**src/rtl/gpmc_pkg.sv**
```systemverilog
// Constants and types shared by the power-mode controller
package gpmc_pkg;

  // ------------------------------------------------------------
  // Clock and timing
  // ------------------------------------------------------------
  localparam int unsigned SYS_CLK_HZ        = 50_000_000;
  localparam int unsigned STALL_MAX_US      = 4000;
  localparam int unsigned STALL_MAX_CYCLES  = (STALL_MAX_US / 1000) * (SYS_CLK_HZ / 1000);
  localparam int unsigned OSC_START_US      = 500;
  localparam int unsigned OSC_START_CYCLES  = OSC_START_US * (SYS_CLK_HZ / 1_000_000);
  localparam int unsigned CAL_CYCLES        = 64;

  // ------------------------------------------------------------
  // Measurement period defaults, in base ticks
  // ------------------------------------------------------------
  localparam logic [15:0] FULL_PERIOD_RST   = 16'h0001;
  localparam logic [15:0] SLEEP_PERIOD_RST  = 16'h0014;
  localparam logic [15:0] DEEP_PERIOD_RST   = 16'h0050;

  // ------------------------------------------------------------
  // Register byte offsets
  // ------------------------------------------------------------
  localparam logic [7:0] CTRL_OFS           = 8'h00;
  localparam logic [7:0] SLEEP_LEVEL_OFS    = 8'h04;
  localparam logic [7:0] DELAY_OFS          = 8'h08;
  localparam logic [7:0] STATUS_OFS         = 8'h0c;
  localparam logic [7:0] COMMAND_OFS        = 8'h10;
  localparam logic [7:0] PERIOD_OFS         = 8'h14;

  // Control register fields
  localparam int CTRL_SLEEP_EN_BIT          = 0;
  localparam int CTRL_WAKE_LEVEL_BIT        = 1;
  localparam int CTRL_WAKE_LO_BIT           = 2;
  localparam int CTRL_WAKE_HI_BIT           = 3;
  localparam logic [31:0] CTRL_RST          = 32'h0000_0000;
  localparam logic [15:0] SLEEP_LEVEL_RST   = 16'h0000;
  localparam logic [15:0] DELAY_RST         = 16'h0000;

  // Command register: write 1 to set the deep low-power flag
  localparam int CMD_SET_DEEP_BIT           = 0;

  // Status register fields
  localparam int STAT_MODE_LSB              = 0;
  localparam int STAT_DEEP_FLAG_BIT         = 4;
  localparam int STAT_HF_ON_BIT             = 5;
  localparam int STAT_WAKE_EN_BIT           = 6;
  localparam int STAT_STALL_BIT             = 7;
  localparam int STAT_COUNT_LSB             = 16;

  // AHB encodings
  localparam logic [1:0] HTRANS_NONSEQ      = 2'b10;
  localparam logic [1:0] HTRANS_SEQ         = 2'b11;

  typedef enum logic [2:0] {
    GPMC_FULL     = 3'b000,
    GPMC_CAL      = 3'b001,
    GPMC_SLEEP    = 3'b010,
    GPMC_DEEP     = 3'b011,
    GPMC_RESTART  = 3'b100
  } gpmc_mode_t;

endpackage

```
**src/rtl/gpmc_tick_gen.sv**
```systemverilog
// Periodic one-cycle enable generator with programmable period
`timescale 1ns/100ps
module gpmc_tick_gen
  import gpmc_pkg::*;
(
  // Clock and reset
  input  wire logic        sys_clk,
  input  wire logic        nrst,
  // Control
  input  wire logic        run,
  input  wire logic [15:0] period,
  input  wire logic        baseTick,
  // Output
  output logic             tick
);

  logic [15:0] count;
  logic [15:0] next_count;
  logic        next_tick;

  always_comb
  begin
    next_count = count;
    next_tick  = 1'b0;
    if (!run)
    begin
      next_count = 16'h0000;
    end
    else if (baseTick)
    begin
      if (count + 16'h0001 >= period)
      begin
        next_count = 16'h0000;
        next_tick  = 1'b1;
      end
      else
      begin
        next_count = count + 16'h0001;
      end
    end
  end

  always_ff @(posedge sys_clk or negedge nrst)
  begin
    if (!nrst)
    begin
      count <= 16'h0000;
      tick  <= 1'b0;
    end
    else
    begin
      count <= next_count;
      tick  <= next_tick;
    end
  end

endmodule // gpmc_tick_gen

```
**src/rtl/gauge_power_mode_control.sv**
```systemverilog
// Power-mode controller: full activity, sleep and deep sleep, with AHB-Lite registers
//
// Behaviour
// - Three power modes, automatic moves on events, host may request some directly.
// - Full activity is the default mode; measures, refreshes data and decides moves.
// - Sleep entered only when sleep-enable is 1 and mean current below level.
// - Offset autocalibration runs after sleep qualifies and before sleep begins.
// - Sleep measures less often, still refreshes data periodically.
// - Sleep exits on mean current above level or wake comparator event.
// - Deep sleep stops the fast oscillator and measures least often.
// - Host command sets deep flag; enables deep sleep when delay equals 0.
// - Nonzero delay enables timed deep sleep; zero delay disables that method.
// - Flag method enters from sleep; timed method after countdown reaches 0.
// - Any host communication activity ends deep sleep.
// - In deep sleep the link may be held low up to 4 ms.
// - Deep sleep keeps sleep exit conditions: high current or wake event.
// - Three bits pick wake threshold; codes 000 and 001 disable the comparator.
//
// Chosen here: the placing of the registers and the AHB-Lite interface to the registers.
`timescale 1ns/100ps
module gauge_power_mode_control
  import gpmc_pkg::*;
#(
  parameter int unsigned STALL_CYCLES   = STALL_MAX_CYCLES,
  parameter int unsigned RESTART_CYCLES = OSC_START_CYCLES
)
(
  // Clock and reset
  input  wire logic        sys_clk,
  input  wire logic        nrst,
  // AHB-Lite slave
  input  wire logic        hsel,
  input  wire logic [31:0] haddr,
  input  wire logic [1:0]  htrans,
  input  wire logic        hwrite,
  input  wire logic [2:0]  hsize,
  input  wire logic [31:0] hwdata,
  input  wire logic        hready,
  output logic [31:0]      hrdata,
  output logic             hreadyout,
  output logic             hresp,
  // Measurement and analog status
  input  wire logic [15:0] mean_current_reading,
  input  wire logic        wakeBreach,
  input  wire logic        calDone,
  input  wire logic        baseTick,
  // Host link activity
  input  wire logic        commActivity,
  input  wire logic        commServed,
  input  wire logic        commLineIn,
  // Outputs to analog and measurement logic
  output logic             hfOscEnable,
  output logic             calStart,
  output logic             measureTick,
  output logic             wakeCompEnable,
  output logic [2:0]       wakeThresholdSel,
  output logic [2:0]       powerMode,
  // Link line hold, open-drain; enable low while driving
  output logic             commLineOut,
  output logic             commLineOe_n
);

  // ------------------------------------------------------------
  // Register state
  // ------------------------------------------------------------
  logic [3:0]  ctrl;
  logic [15:0] sleepLevel;
  logic [15:0] deep_low_power_delay;
  logic        deep_low_power_flag;
  logic [15:0] fullPeriod;
  logic [15:0] sleepPeriod;
  logic [15:0] deepPeriod;
  logic [3:0]  next_ctrl;
  logic [15:0] next_sleepLevel;
  logic [15:0] next_deep_low_power_delay;
  logic [15:0] next_fullPeriod;
  logic [15:0] next_sleepPeriod;
  logic [15:0] next_deepPeriod;

  // Bus address phase capture
  logic        wrPend;
  logic        rdPend;
  logic [7:0]  addrLatch;
  logic        next_wrPend;
  logic        next_rdPend;
  logic [7:0]  next_addrLatch;
  logic [31:0] next_hrdata;

  logic        busValid;
  logic        wrStrobe;
  logic        set_deep_low_power_command;

  // ------------------------------------------------------------
  // Mode machine state
  // ------------------------------------------------------------
  gpmc_mode_t  mode;
  gpmc_mode_t  next_mode;
  logic [15:0] delayCount;
  logic [15:0] next_delayCount;
  logic [31:0] timer;
  logic [31:0] next_timer;
  logic        next_deep_low_power_flag;
  logic        next_calStart;
  logic        next_holdLine;
  logic        holdLine;

  logic        sleepEnable;
  logic        currentLow;
  logic        wakeEvent;
  logic        exitCond;
  logic        flagMethod;
  logic        timedMethod;
  logic [15:0] period;
  logic        measRun;

  // ------------------------------------------------------------
  // AHB-Lite slave: zero wait states, always OKAY
  // ------------------------------------------------------------
  assign hreadyout = 1'b1;
  assign hresp     = 1'b0;
  assign busValid  = hsel && hready && (htrans == HTRANS_NONSEQ || htrans == HTRANS_SEQ);
  assign wrStrobe  = wrPend;
  assign set_deep_low_power_command = wrStrobe && (addrLatch == COMMAND_OFS)
                                      && hwdata[CMD_SET_DEEP_BIT];

  always_comb
  begin
    next_wrPend    = 1'b0;
    next_rdPend    = 1'b0;
    next_addrLatch = addrLatch;
    next_hrdata    = hrdata;
    if (busValid)
    begin
      next_wrPend    = hwrite;
      next_rdPend    = !hwrite;
      next_addrLatch = {haddr[7:2], 2'b00};
      // Read data is formed at the address phase so it stands for the whole data phase
      case ({haddr[7:2], 2'b00})
        CTRL_OFS:        next_hrdata = {28'h0000000, ctrl};
        SLEEP_LEVEL_OFS: next_hrdata = {16'h0000, sleepLevel};
        DELAY_OFS:       next_hrdata = {16'h0000, deep_low_power_delay};
        STATUS_OFS:      next_hrdata = {delayCount, 8'h00, holdLine, wakeCompEnable,
                                        hfOscEnable, deep_low_power_flag, 1'b0, mode};
        PERIOD_OFS:      next_hrdata = {8'h00, deepPeriod[7:0], sleepPeriod[7:0],
                                        fullPeriod[7:0]};
        default:         next_hrdata = 32'h0000_0000;
      endcase
    end
  end

  always_comb
  begin
    next_ctrl                 = ctrl;
    next_sleepLevel           = sleepLevel;
    next_deep_low_power_delay = deep_low_power_delay;
    next_fullPeriod           = fullPeriod;
    next_sleepPeriod          = sleepPeriod;
    next_deepPeriod           = deepPeriod;
    if (wrStrobe)
    begin
      case (addrLatch)
        CTRL_OFS:        next_ctrl = hwdata[3:0];
        SLEEP_LEVEL_OFS: next_sleepLevel = hwdata[15:0];
        DELAY_OFS:       next_deep_low_power_delay = hwdata[15:0];
        PERIOD_OFS:
        begin
          next_fullPeriod  = {8'h00, hwdata[7:0]};
          next_sleepPeriod = {8'h00, hwdata[15:8]};
          next_deepPeriod  = {8'h00, hwdata[23:16]};
        end
        default:         next_ctrl = ctrl;
      endcase
    end
  end

  always_ff @(posedge sys_clk or negedge nrst)
  begin
    if (!nrst)
    begin
      wrPend               <= 1'b0;
      rdPend               <= 1'b0;
      addrLatch            <= 8'h00;
      hrdata               <= 32'h0000_0000;
      ctrl                 <= CTRL_RST[3:0];
      sleepLevel           <= SLEEP_LEVEL_RST;
      deep_low_power_delay <= DELAY_RST;
      fullPeriod           <= FULL_PERIOD_RST;
      sleepPeriod          <= SLEEP_PERIOD_RST;
      deepPeriod           <= DEEP_PERIOD_RST;
    end
    else
    begin
      wrPend               <= next_wrPend;
      rdPend               <= next_rdPend;
      addrLatch            <= next_addrLatch;
      hrdata               <= next_hrdata;
      ctrl                 <= next_ctrl;
      sleepLevel           <= next_sleepLevel;
      deep_low_power_delay <= next_deep_low_power_delay;
      fullPeriod           <= next_fullPeriod;
      sleepPeriod          <= next_sleepPeriod;
      deepPeriod           <= next_deepPeriod;
    end
  end

  // ------------------------------------------------------------
  // Entry and exit conditions
  // ------------------------------------------------------------
  assign sleepEnable = ctrl[CTRL_SLEEP_EN_BIT];
  assign currentLow  = mean_current_reading < sleepLevel;
  // Codes 000 and 001 leave the comparator off
  assign wakeCompEnable   = ctrl[CTRL_WAKE_HI_BIT] | ctrl[CTRL_WAKE_LO_BIT];
  assign wakeThresholdSel = {ctrl[CTRL_WAKE_HI_BIT], ctrl[CTRL_WAKE_LO_BIT],
                             ctrl[CTRL_WAKE_LEVEL_BIT]};
  assign wakeEvent   = wakeCompEnable && wakeBreach;
  assign exitCond    = !sleepEnable || !currentLow || wakeEvent;
  assign flagMethod  = deep_low_power_flag && (deep_low_power_delay == 16'h0000);
  assign timedMethod = deep_low_power_delay != 16'h0000;

  // ------------------------------------------------------------
  // Mode sequencer
  // ------------------------------------------------------------
  always_comb
  begin
    next_mode                = mode;
    next_delayCount          = delayCount;
    next_timer               = timer;
    next_calStart            = 1'b0;
    next_holdLine            = 1'b0;
    // The host command wins over any clear in the same cycle
    next_deep_low_power_flag = deep_low_power_flag;
    case (mode)
      GPMC_FULL:
      begin
        if (sleepEnable && currentLow && !wakeEvent)
        begin
          next_mode     = GPMC_CAL;
          next_calStart = 1'b1;
        end
      end
      GPMC_CAL:
      begin
        if (exitCond)
        begin
          next_mode = GPMC_FULL;
        end
        else if (calDone)
        begin
          next_mode = GPMC_SLEEP;
          next_delayCount = deep_low_power_delay;
        end
      end
      GPMC_SLEEP:
      begin
        if (exitCond)
        begin
          next_mode       = GPMC_FULL;
          next_delayCount = 16'h0000;
        end
        else if (flagMethod)
        begin
          next_mode  = GPMC_DEEP;
          next_timer = 32'h0000_0000;
        end
        else if (timedMethod)
        begin
          if (delayCount == 16'h0000)
          begin
            next_mode  = GPMC_DEEP;
            next_timer = 32'h0000_0000;
          end
          else if (baseTick)
          begin
            next_delayCount = delayCount - 16'h0001;
          end
        end
      end
      GPMC_DEEP:
      begin
        if (exitCond)
        begin
          next_mode                = GPMC_FULL;
          next_delayCount          = 16'h0000;
          next_deep_low_power_flag = 1'b0;
        end
        else if (commActivity)
        begin
          // Stall the line while the fast oscillator comes back
          next_mode                = GPMC_RESTART;
          next_timer               = 32'h0000_0000;
          next_holdLine            = 1'b1;
          next_deep_low_power_flag = 1'b0;
        end
      end
      GPMC_RESTART:
      begin
        next_timer    = timer + 32'h0000_0001;
        // Release at the first of: host served, stall limit; back to sleep once released and oscillator settled
        next_holdLine = holdLine && !commServed && (timer + 32'h1 < STALL_CYCLES);
        if (timer + 32'h0000_0001 >= RESTART_CYCLES && !next_holdLine)
        begin
          next_mode       = GPMC_SLEEP;
          next_delayCount = deep_low_power_delay;
        end
      end
      default:
      begin
        next_mode = GPMC_FULL;
      end
    endcase
    if (set_deep_low_power_command)
    begin
      next_deep_low_power_flag = 1'b1;
    end
  end

  always_ff @(posedge sys_clk or negedge nrst)
  begin
    if (!nrst)
    begin
      mode                <= GPMC_FULL;
      delayCount          <= 16'h0000;
      timer               <= 32'h0000_0000;
      calStart            <= 1'b0;
      holdLine            <= 1'b0;
      deep_low_power_flag <= 1'b0;
    end
    else
    begin
      mode                <= next_mode;
      delayCount          <= next_delayCount;
      timer               <= next_timer;
      calStart            <= next_calStart;
      holdLine            <= next_holdLine;
      deep_low_power_flag <= next_deep_low_power_flag;
    end
  end

  // ------------------------------------------------------------
  // Outputs and measurement rate
  // ------------------------------------------------------------
  assign powerMode    = mode;
  assign hfOscEnable  = (mode != GPMC_DEEP);
  assign commLineOut  = 1'b0;
  assign commLineOe_n = !holdLine;
  assign measRun      = (mode != GPMC_CAL) && (mode != GPMC_RESTART);

  always_comb
  begin
    case (mode)
      GPMC_SLEEP: period = sleepPeriod;
      GPMC_DEEP:  period = deepPeriod;
      default:    period = fullPeriod;
    endcase
  end

  gpmc_tick_gen u_meas_tick (
    .sys_clk  (sys_clk),
    .nrst     (nrst),
    .run      (measRun),
    .period   (period),
    .baseTick (baseTick),
    .tick     (measureTick)
  );

endmodule // gauge_power_mode_control

```
**config.mk**
```make
export PLATFORM = sky130hd
export DESIGN_NAME = gauge_power_mode_control
export DESIGN_NICKNAME = d
export VERILOG_FILES = /design/src/rtl/gpmc_pkg.sv /design/src/rtl/gpmc_tick_gen.sv /design/src/rtl/gauge_power_mode_control.sv
export SDC_FILE = /design/constraint.sdc
export NUM_CORES = 1
export LEC_CHECK = 0
export ABC_CLOCK_PERIOD_IN_PS = 4200
export BUFFER_PORTS_ARGS = -buffer_cell sky130_fd_sc_hd__buf_2
export CAP_MARGIN = 20
export CORE_AREA = 2 2 133 135
export DETAILED_ROUTE_END_ITERATION = 16
export DIE_AREA = 0 0 135 137
export GPL_ROUTABILITY_DRIVEN = 0
export PLACE_DENSITY_LB_ADDON = 0.05
export SETUP_SLACK_MARGIN = 0.02
export SLEW_MARGIN = 15
export SYNTH_ARGS = -nofsm -noshare
export SYNTH_HDL_FRONTEND = slang
export SYNTH_SLANG_ARGS = --single-unit
```
**constraint.sdc**
```tcl
create_clock -name sys_clk -period 4.2 [get_ports sys_clk]
set_clock_uncertainty 0.2 [all_clocks]
set_input_delay 0.42 -clock sys_clk [delete_from_list [all_inputs] [get_ports sys_clk]]
set_output_delay 0.42 -clock sys_clk [all_outputs]
set_load 0.02 [all_outputs]
```
**Yosys cells after proc, flatten, opt, wreduce, memory -nomap -nowiden**

Index checks and enable logic that the tools add are counted.

- ROM bits: 0
- Bits in registers: 170
- Memories kept: 0
- Bits in latches: 0
- Logic and storage cells: 146
- Bits in writable memories: 0

- Add/sub/neg operators: 3
- Shift operators: 0
- Multipliers: 0
- $lt $le $gt $ge: 4
- Divide/modulo/power cells: 0
- Mux-type cells: 46
- Equality and inequality tests: 36
- Bitwise operators: 1
- Reductions and logical operators: 39

Operator list:

| cell | number |
|---|---|
| two-way mux 16 bit | 12 |
| two-way mux 32 bit | 6 |
| case mux 32 bit (5 select lines) | 1 |
| case mux 32 bit (3 select lines) | 1 |
| case mux 16 bit (4 select lines) | 1 |
| adder 32 x 1 -> 32 bit, second input constant | 1 |
| >= comparator 32 x 15 -> 1 bit, second input constant | 1 |
| logical NOT 16 bit | 2 |
| less-than comparator 32 x 18 -> 1 bit, second input constant | 1 |
| two-way mux 3 bit | 10 |
| inequality test 3 bit, second input constant | 9 |
| == test 6 x 2 -> 1 bit, second input constant | 3 |
| == test 6 x 3 -> 1 bit, second input constant | 3 |
| inequality test 2 bit, second input constant | 9 |
| adder 16 x 1 -> 16 bit, second input constant | 1 |
| >= comparator 16 x 8 -> 1 bit | 1 |
| less-than comparator 16 bit | 1 |
| case mux 8 bit (2 select lines) | 1 |
| nonzero test 16 bit | 1 |
| subtractor 16 x 1 -> 16 bit, second input constant | 1 |
| case mux 3 bit (5 select lines) | 1 |
| == test 6 x 1 -> 1 bit, second input constant | 2 |
| logical AND 1 bit | 12 |
| two-way mux 1 bit | 12 |
| 20 further kinds | 36 |

**Depth between registers and ports, before layout**

- Word-level depth: 7
- Mapped depth: 17
- Gate-level depth less buffers: 12

**Modules after synthesis**

A second synthesis with hierarchy kept.

- Cells, all modules: 1074
- Area, all modules: 10107.2 um^2

By module, submodules not included:

| module | instances | area each (um^2) | cells an instance |
|---|---|---|---|
| gauge_power_mode_control | 1 | 8732.1 | 914 |
| gpmc_tick_gen | 1 | 1375.1 | 160 |

**Worst setup path after synthesis**

Ideal clock, no wire load.

- Kind: register to register
- Start: reg mode[2] (netlist: powerMode[2])
- End: reg u_meas_tick.count[2]
- Buffers on the path: 5
- Clock period less this slack: 3.874 ns
- Setup time: 0.064 ns
- Stages on the path, launching flop included: 17
- Path slack: 0.326 ns
- Data arrival time: 3.610 ns
- Path through: dfrtp_1 -> clkbuf_1 -> nand2b_1 -> clkbuf_1 -> clkbuf_1 -> buf_1 -> o21ai_0 -> ha_1 -> nand2b_1 -> a21o_1 -> a21o_1 -> a21oi_1 -> o221ai_1 -> or3_1 -> clkbuf_1 -> nor3b_1 -> a21o_1

- Word-level cells in the longest chain between the ends: 6
- Elaborated cells on any way between the ends: 11
- Those cells by class: 1 x order compare; 5 x eq/ne; 4 x mux; 1 x reduce/logical

Ends and longest elaborated chain:

| item | RTL line | source |
|---|---|---|
| from (decl) | gauge_power_mode_control.sv:96 | `gpmc_mode_t mode;` |
| from (signal assigned) | gauge_power_mode_control.sv:330 | `mode <= next_mode;` |
| == test 3 x 2 -> 1 bit | gauge_power_mode_control.sv:350 | `case (mode)` |
| case mux 8 bit (2 select lines) | gauge_power_mode_control.sv:350 |  |
| >= comparator 16 x 8 -> 1 bit | gpmc_tick_gen.sv:31 | `if (count + 16'h0001 >= period)` |
| two-way mux 16 bit | gpmc_tick_gen.sv:31 |  |
| two-way mux 16 bit | gpmc_tick_gen.sv:29 | `else if (baseTick)` |
| two-way mux 16 bit | gpmc_tick_gen.sv:25 | `if (!run)` |
| to (signal assigned) | gpmc_tick_gen.sv:52 | `count <= next_count;` |
| to (decl) | gpmc_tick_gen.sv:17 | `logic [15:0] count;` |

Parallel ways exist; a longest one is shown, timed or not. The select of a mux whose other input is x is not followed.
A chain may end at the register's enable or synchronous reset.

**Worst setup path after layout**

- Start: reg timer[0]
- End: reg delayCount[6]

- Word-level cells in the longest chain between the ends: 7
- Elaborated cells on any way between the ends: 8
- Those cells by class: 1 x add/sub; 2 x order compare; 1 x eq/ne; 4 x reduce/logical

Ends and longest elaborated chain:

| item | RTL line | source |
|---|---|---|
| from (decl) | gauge_power_mode_control.sv:100 | `logic [31:0] timer;` |
| from (signal assigned) | gauge_power_mode_control.sv:332 | `timer <= next_timer;` |
| adder 32 x 1 -> 32 bit (*) | gauge_power_mode_control.sv:299, gauge_power_mode_control.sv:300 |  |
| less-than comparator 32 x 18 -> 1 bit | gauge_power_mode_control.sv:299 | `next_holdLine = holdLine && !commServed && (timer + 32'h1 < STALL_CYCLES);` |
| logical AND 1 bit | gauge_power_mode_control.sv:299 |  |
| logical NOT 1 bit | gauge_power_mode_control.sv:300 | `if (timer + 32'h0000_0001 >= RESTART_CYCLES && !next_holdLine)` |
| logical AND 1 bit (*) | gauge_power_mode_control.sv:300 |  |
| inequality test 2 bit (no source line) (*) | -- |  |
| AND reduction 9 bit (no source line) (*) | -- |  |
| to (signal assigned) | gauge_power_mode_control.sv:331 | `delayCount <= next_delayCount;` |
| to (decl) | gauge_power_mode_control.sv:98 | `logic [15:0] delayCount;` |

Every way passes the cells marked *; elsewhere a longest branch is shown, timed or not.

==> results.yml <==
timing:
  period_share_pct: 86.4
  relSlewSlack_pct: 36.6
  clock.fmax_mhz: 276
  period_needed_ns: 3.63
  setup_tns_ns: 0
  max_slew.worst_pin.slew_ns: 0.950
  setup_viol: 0
  grt_setup_unrepaired: "no"
  slew_violations: 0
  finalHoldViolCount: 0
global_routing:
  track_usage_pct: 30.1
  overflow: 0
  grt_max_degree: 81
  grt_pass1_vias: 8088
  grt_pass1_wl_um: 43600
  antenna_found_initial: 1
yosys:
  ys_warn_count: 0
  yosysSeqAreaShare_pct: 43.5
  synth_cells: 1029
  synth-simple-area-share_pct: 19.4
  synth-seq-cells: 170
  async_flop_share_pct: 100
  synth-compound-area-share_pct: 21.0
  synth_edf_count: 0
  ys_types: 83
  synth_top_family_by_area: "compound AO/OA/AOI/OAI gates"
  yosys_most_used_dff: "dfrtp_1"
  synthAdderAreaFrac_pct: 3.32
  yosys.area_share.xor_xnor_pct: 0.983
  netlist_area_um2: 9800
  synthMuxAreaShare_pct: 6.81
  syn_area_per_cell_um2: 9.52
floorplan:
  coreArea_um2: 17100
  fp.dieArea_um2: 18500
  num_rows: 48
  fp.dieH_um: 137
  start_util_pct: 57.4
  io_pins: 142
  die_x_um: 135
min_path:
  hold_start: "hwdata[20]"
  hold_class: "primary input to register"
setup_path:
  cp-end-kind: "register"
  cp.required_ns: 4.32
  cp_slowest_cell: "nor4_4"
  path_common_cell: "buf_4"
  r2r-start: "timer[0]"
  cp_top_family: "compound AO/OA/AOI/OAI gates"
  crit_arrival_ns: 3.75
  cp_cell_sequence: "ha_1 > nand3_1 > nor4_4 > buf_4 > nand4b_1 > a21boi_0 > a311o_1 > a311oi_4 > buf_4 > o32a_1 > o22a_1"
  crit_type: "register to register"
  start_kind: "register"
  worstPathMaxFanout: 11
  r2r_slack_ns: 0.57
  critical_path.max_stage_delay_ns: 0.51
  cp-startpoint: "timer[0]"
  cp_num_buf_inv: 2
power:
  ir_worst_vdd_mv: 0.379
  p_leak_nw: 5.18
  power_density_nw_per_um2: 548
final_layout:
  fill_cells: 1460
  area_delta_synth_final_pct: 12.7
  fin_cells: 1335
  mostFrequentLayoutCell: "dfrtp_1"
  layout_common_cells: "dfrtp_1, o21ai_0, buf_2"
  fin_nets: 1218
  layout-drive-gt1-share_pct: 20.7
route:
  drtIter0Drc: 655
  drt_pass1_iterations: 6
  wire_per_inst_um: 19.9
  drt_wl_total_um: 26600
  postRouteAntennaNets: 0
  drc: 0
  dr_total_vias: 8497
  vias_per_cell: 6.36
clocking:
  cts_sinks: 170
  clockBufferDepth: 2
  cts_tree: "built"
  root_buffer: "clkbuf_16"
  ctsHoldBuffers: 2
  numCtsBuffers: 17
  clkLatencyLatePin_ns: 0.44
  clkTransAtPathRegs_ns: 0.07
  postCtsSetupRepairBufs: 0
  cts_max_level: 4
  cts_resized: 0
placed_design:
  hpwl_um: 18900
  port_buffers: 99
  dp.cells: 1300
job:
  cap_viol_max_count: 0
outcome:
  status: "finished clean"
[cell families after synthesis]
group	count (synthesis)
other cells	2
simple gates	344
buf+inv	105
fa+ha+maj	26
flops	170
mux	61
compound gates	310
xor+xnor	11
[final timing paths]
| path | cells past startpoint | to |
|---|---|---|
| setup / recovery | 11 | delayCount[6] |
| hold / removal | 2 | deepPeriod[4] |
| setup reg to reg | 11 | delayCount[6] |
| hold reg to reg | 2 | hrdata[2] |
| max in group asynchronous | 3 | sleepPeriod[2] |
| min in group asynchronous | 2 | timer[5] |
[per-layer routing]
layer / track usage (%) / wire length, µm
met1: 42.2 / 11700
met2: 48.7 / 12700
met3: 4.19 / 1520
met4: 9.32 / 609
met5: 0 / 0
[state kept, by name, summed over array words and instances (netlist names), 4 cells and up]
name,count
addrLatch,6
ctrl,4
deepPeriod,8
deep_low_power_delay,16
delayCount,16
fullPeriod,8
hrdata,32
sleepLevel,16
sleepPeriod,8
timer,32
u_meas_tick.count,16
[area by class of cell]
| type | count | area [µm²] | share of cell area, % |
|---|---|---|---|
| multi-input cells | 755 | 5080 | 46.0 |
| clock buffers | 18 | 439 | 3.98 |
| clock inverters | 14 | 173 | 1.56 |
| flip-flops and latches | 170 | 4260 | 38.6 |
| well taps | 225 | 282 | 2.55 |
| inverters | 28 | 105 | 0.952 |
| repair buffers | 124 | 707 | 6.40 |
| diodes | 1 | 2.50 | 0.0227 |
[metrics by stage]
stage | total power [mW] | utilization (%) | hold slack (ns) | instance area (µm²) | worst slack [ns]
after global routing | 6.42 | 64.8 | 0.0142 | 11000 | 0.307
final | 6.05 | 64.8 | 0.0185 | 11000 | 0.573
after CTS | 6.03 | 64.7 | 0.00969 | 11000 | 0.617
after floorplan | 3.87 | - | -0.0756 | 9800 | 0.326
after global placement | 4.35 | 61.0 | 0.264 | 10400 | 0.669
after detailed placement | 4.40 | 61.0 | 0.267 | 10400 | 0.658
[cells in the mapped netlist (6+ instances only)]
cell type / instances / area, µm²
nor4_1: 15 / 93.8
and2_1: 18 / 113
nand3_1: 27 / 135
dfrtp_1: 165 / 4130
a21o_1: 12 / 90.1
mux2i_1: 16 / 160
a22o_1: 9 / 78.8
buf_2: 7 / 35.0
a22oi_1: 13 / 97.6
nor3_1: 21 / 105
or3_1: 9 / 56.3
nand3b_1: 6 / 45.0
o21ai_0: 102 / 510
nand4_1: 20 / 125
nand2b_1: 10 / 62.6
nor3b_1: 7 / 52.6
nand2_1: 94 / 353
buf_4: 12 / 90.1
o41ai_1: 6 / 52.6
nor2_1: 58 / 218
o31ai_1: 12 / 90.1
a21oi_1: 54 / 270
and3_1: 22 / 138
a222oi_1: 8 / 80.1
mux2_2: 45 / 507
inv_1: 28 / 105
a221o_1: 8 / 80.1
a31oi_1: 18 / 113
ha_1: 26 / 325
xnor2_1: 6 / 52.6
clkbuf_1: 47 / 176
[power breakdown]
part / total (mW) / switching [mW] / internal, mW
sequential: 2.48 / 0.522 / 1.96
clock: 1.63 / 0.758 / 0.873
combinational: 1.94 / 1.12 / 0.822
(Power assumes the default switching activity.)
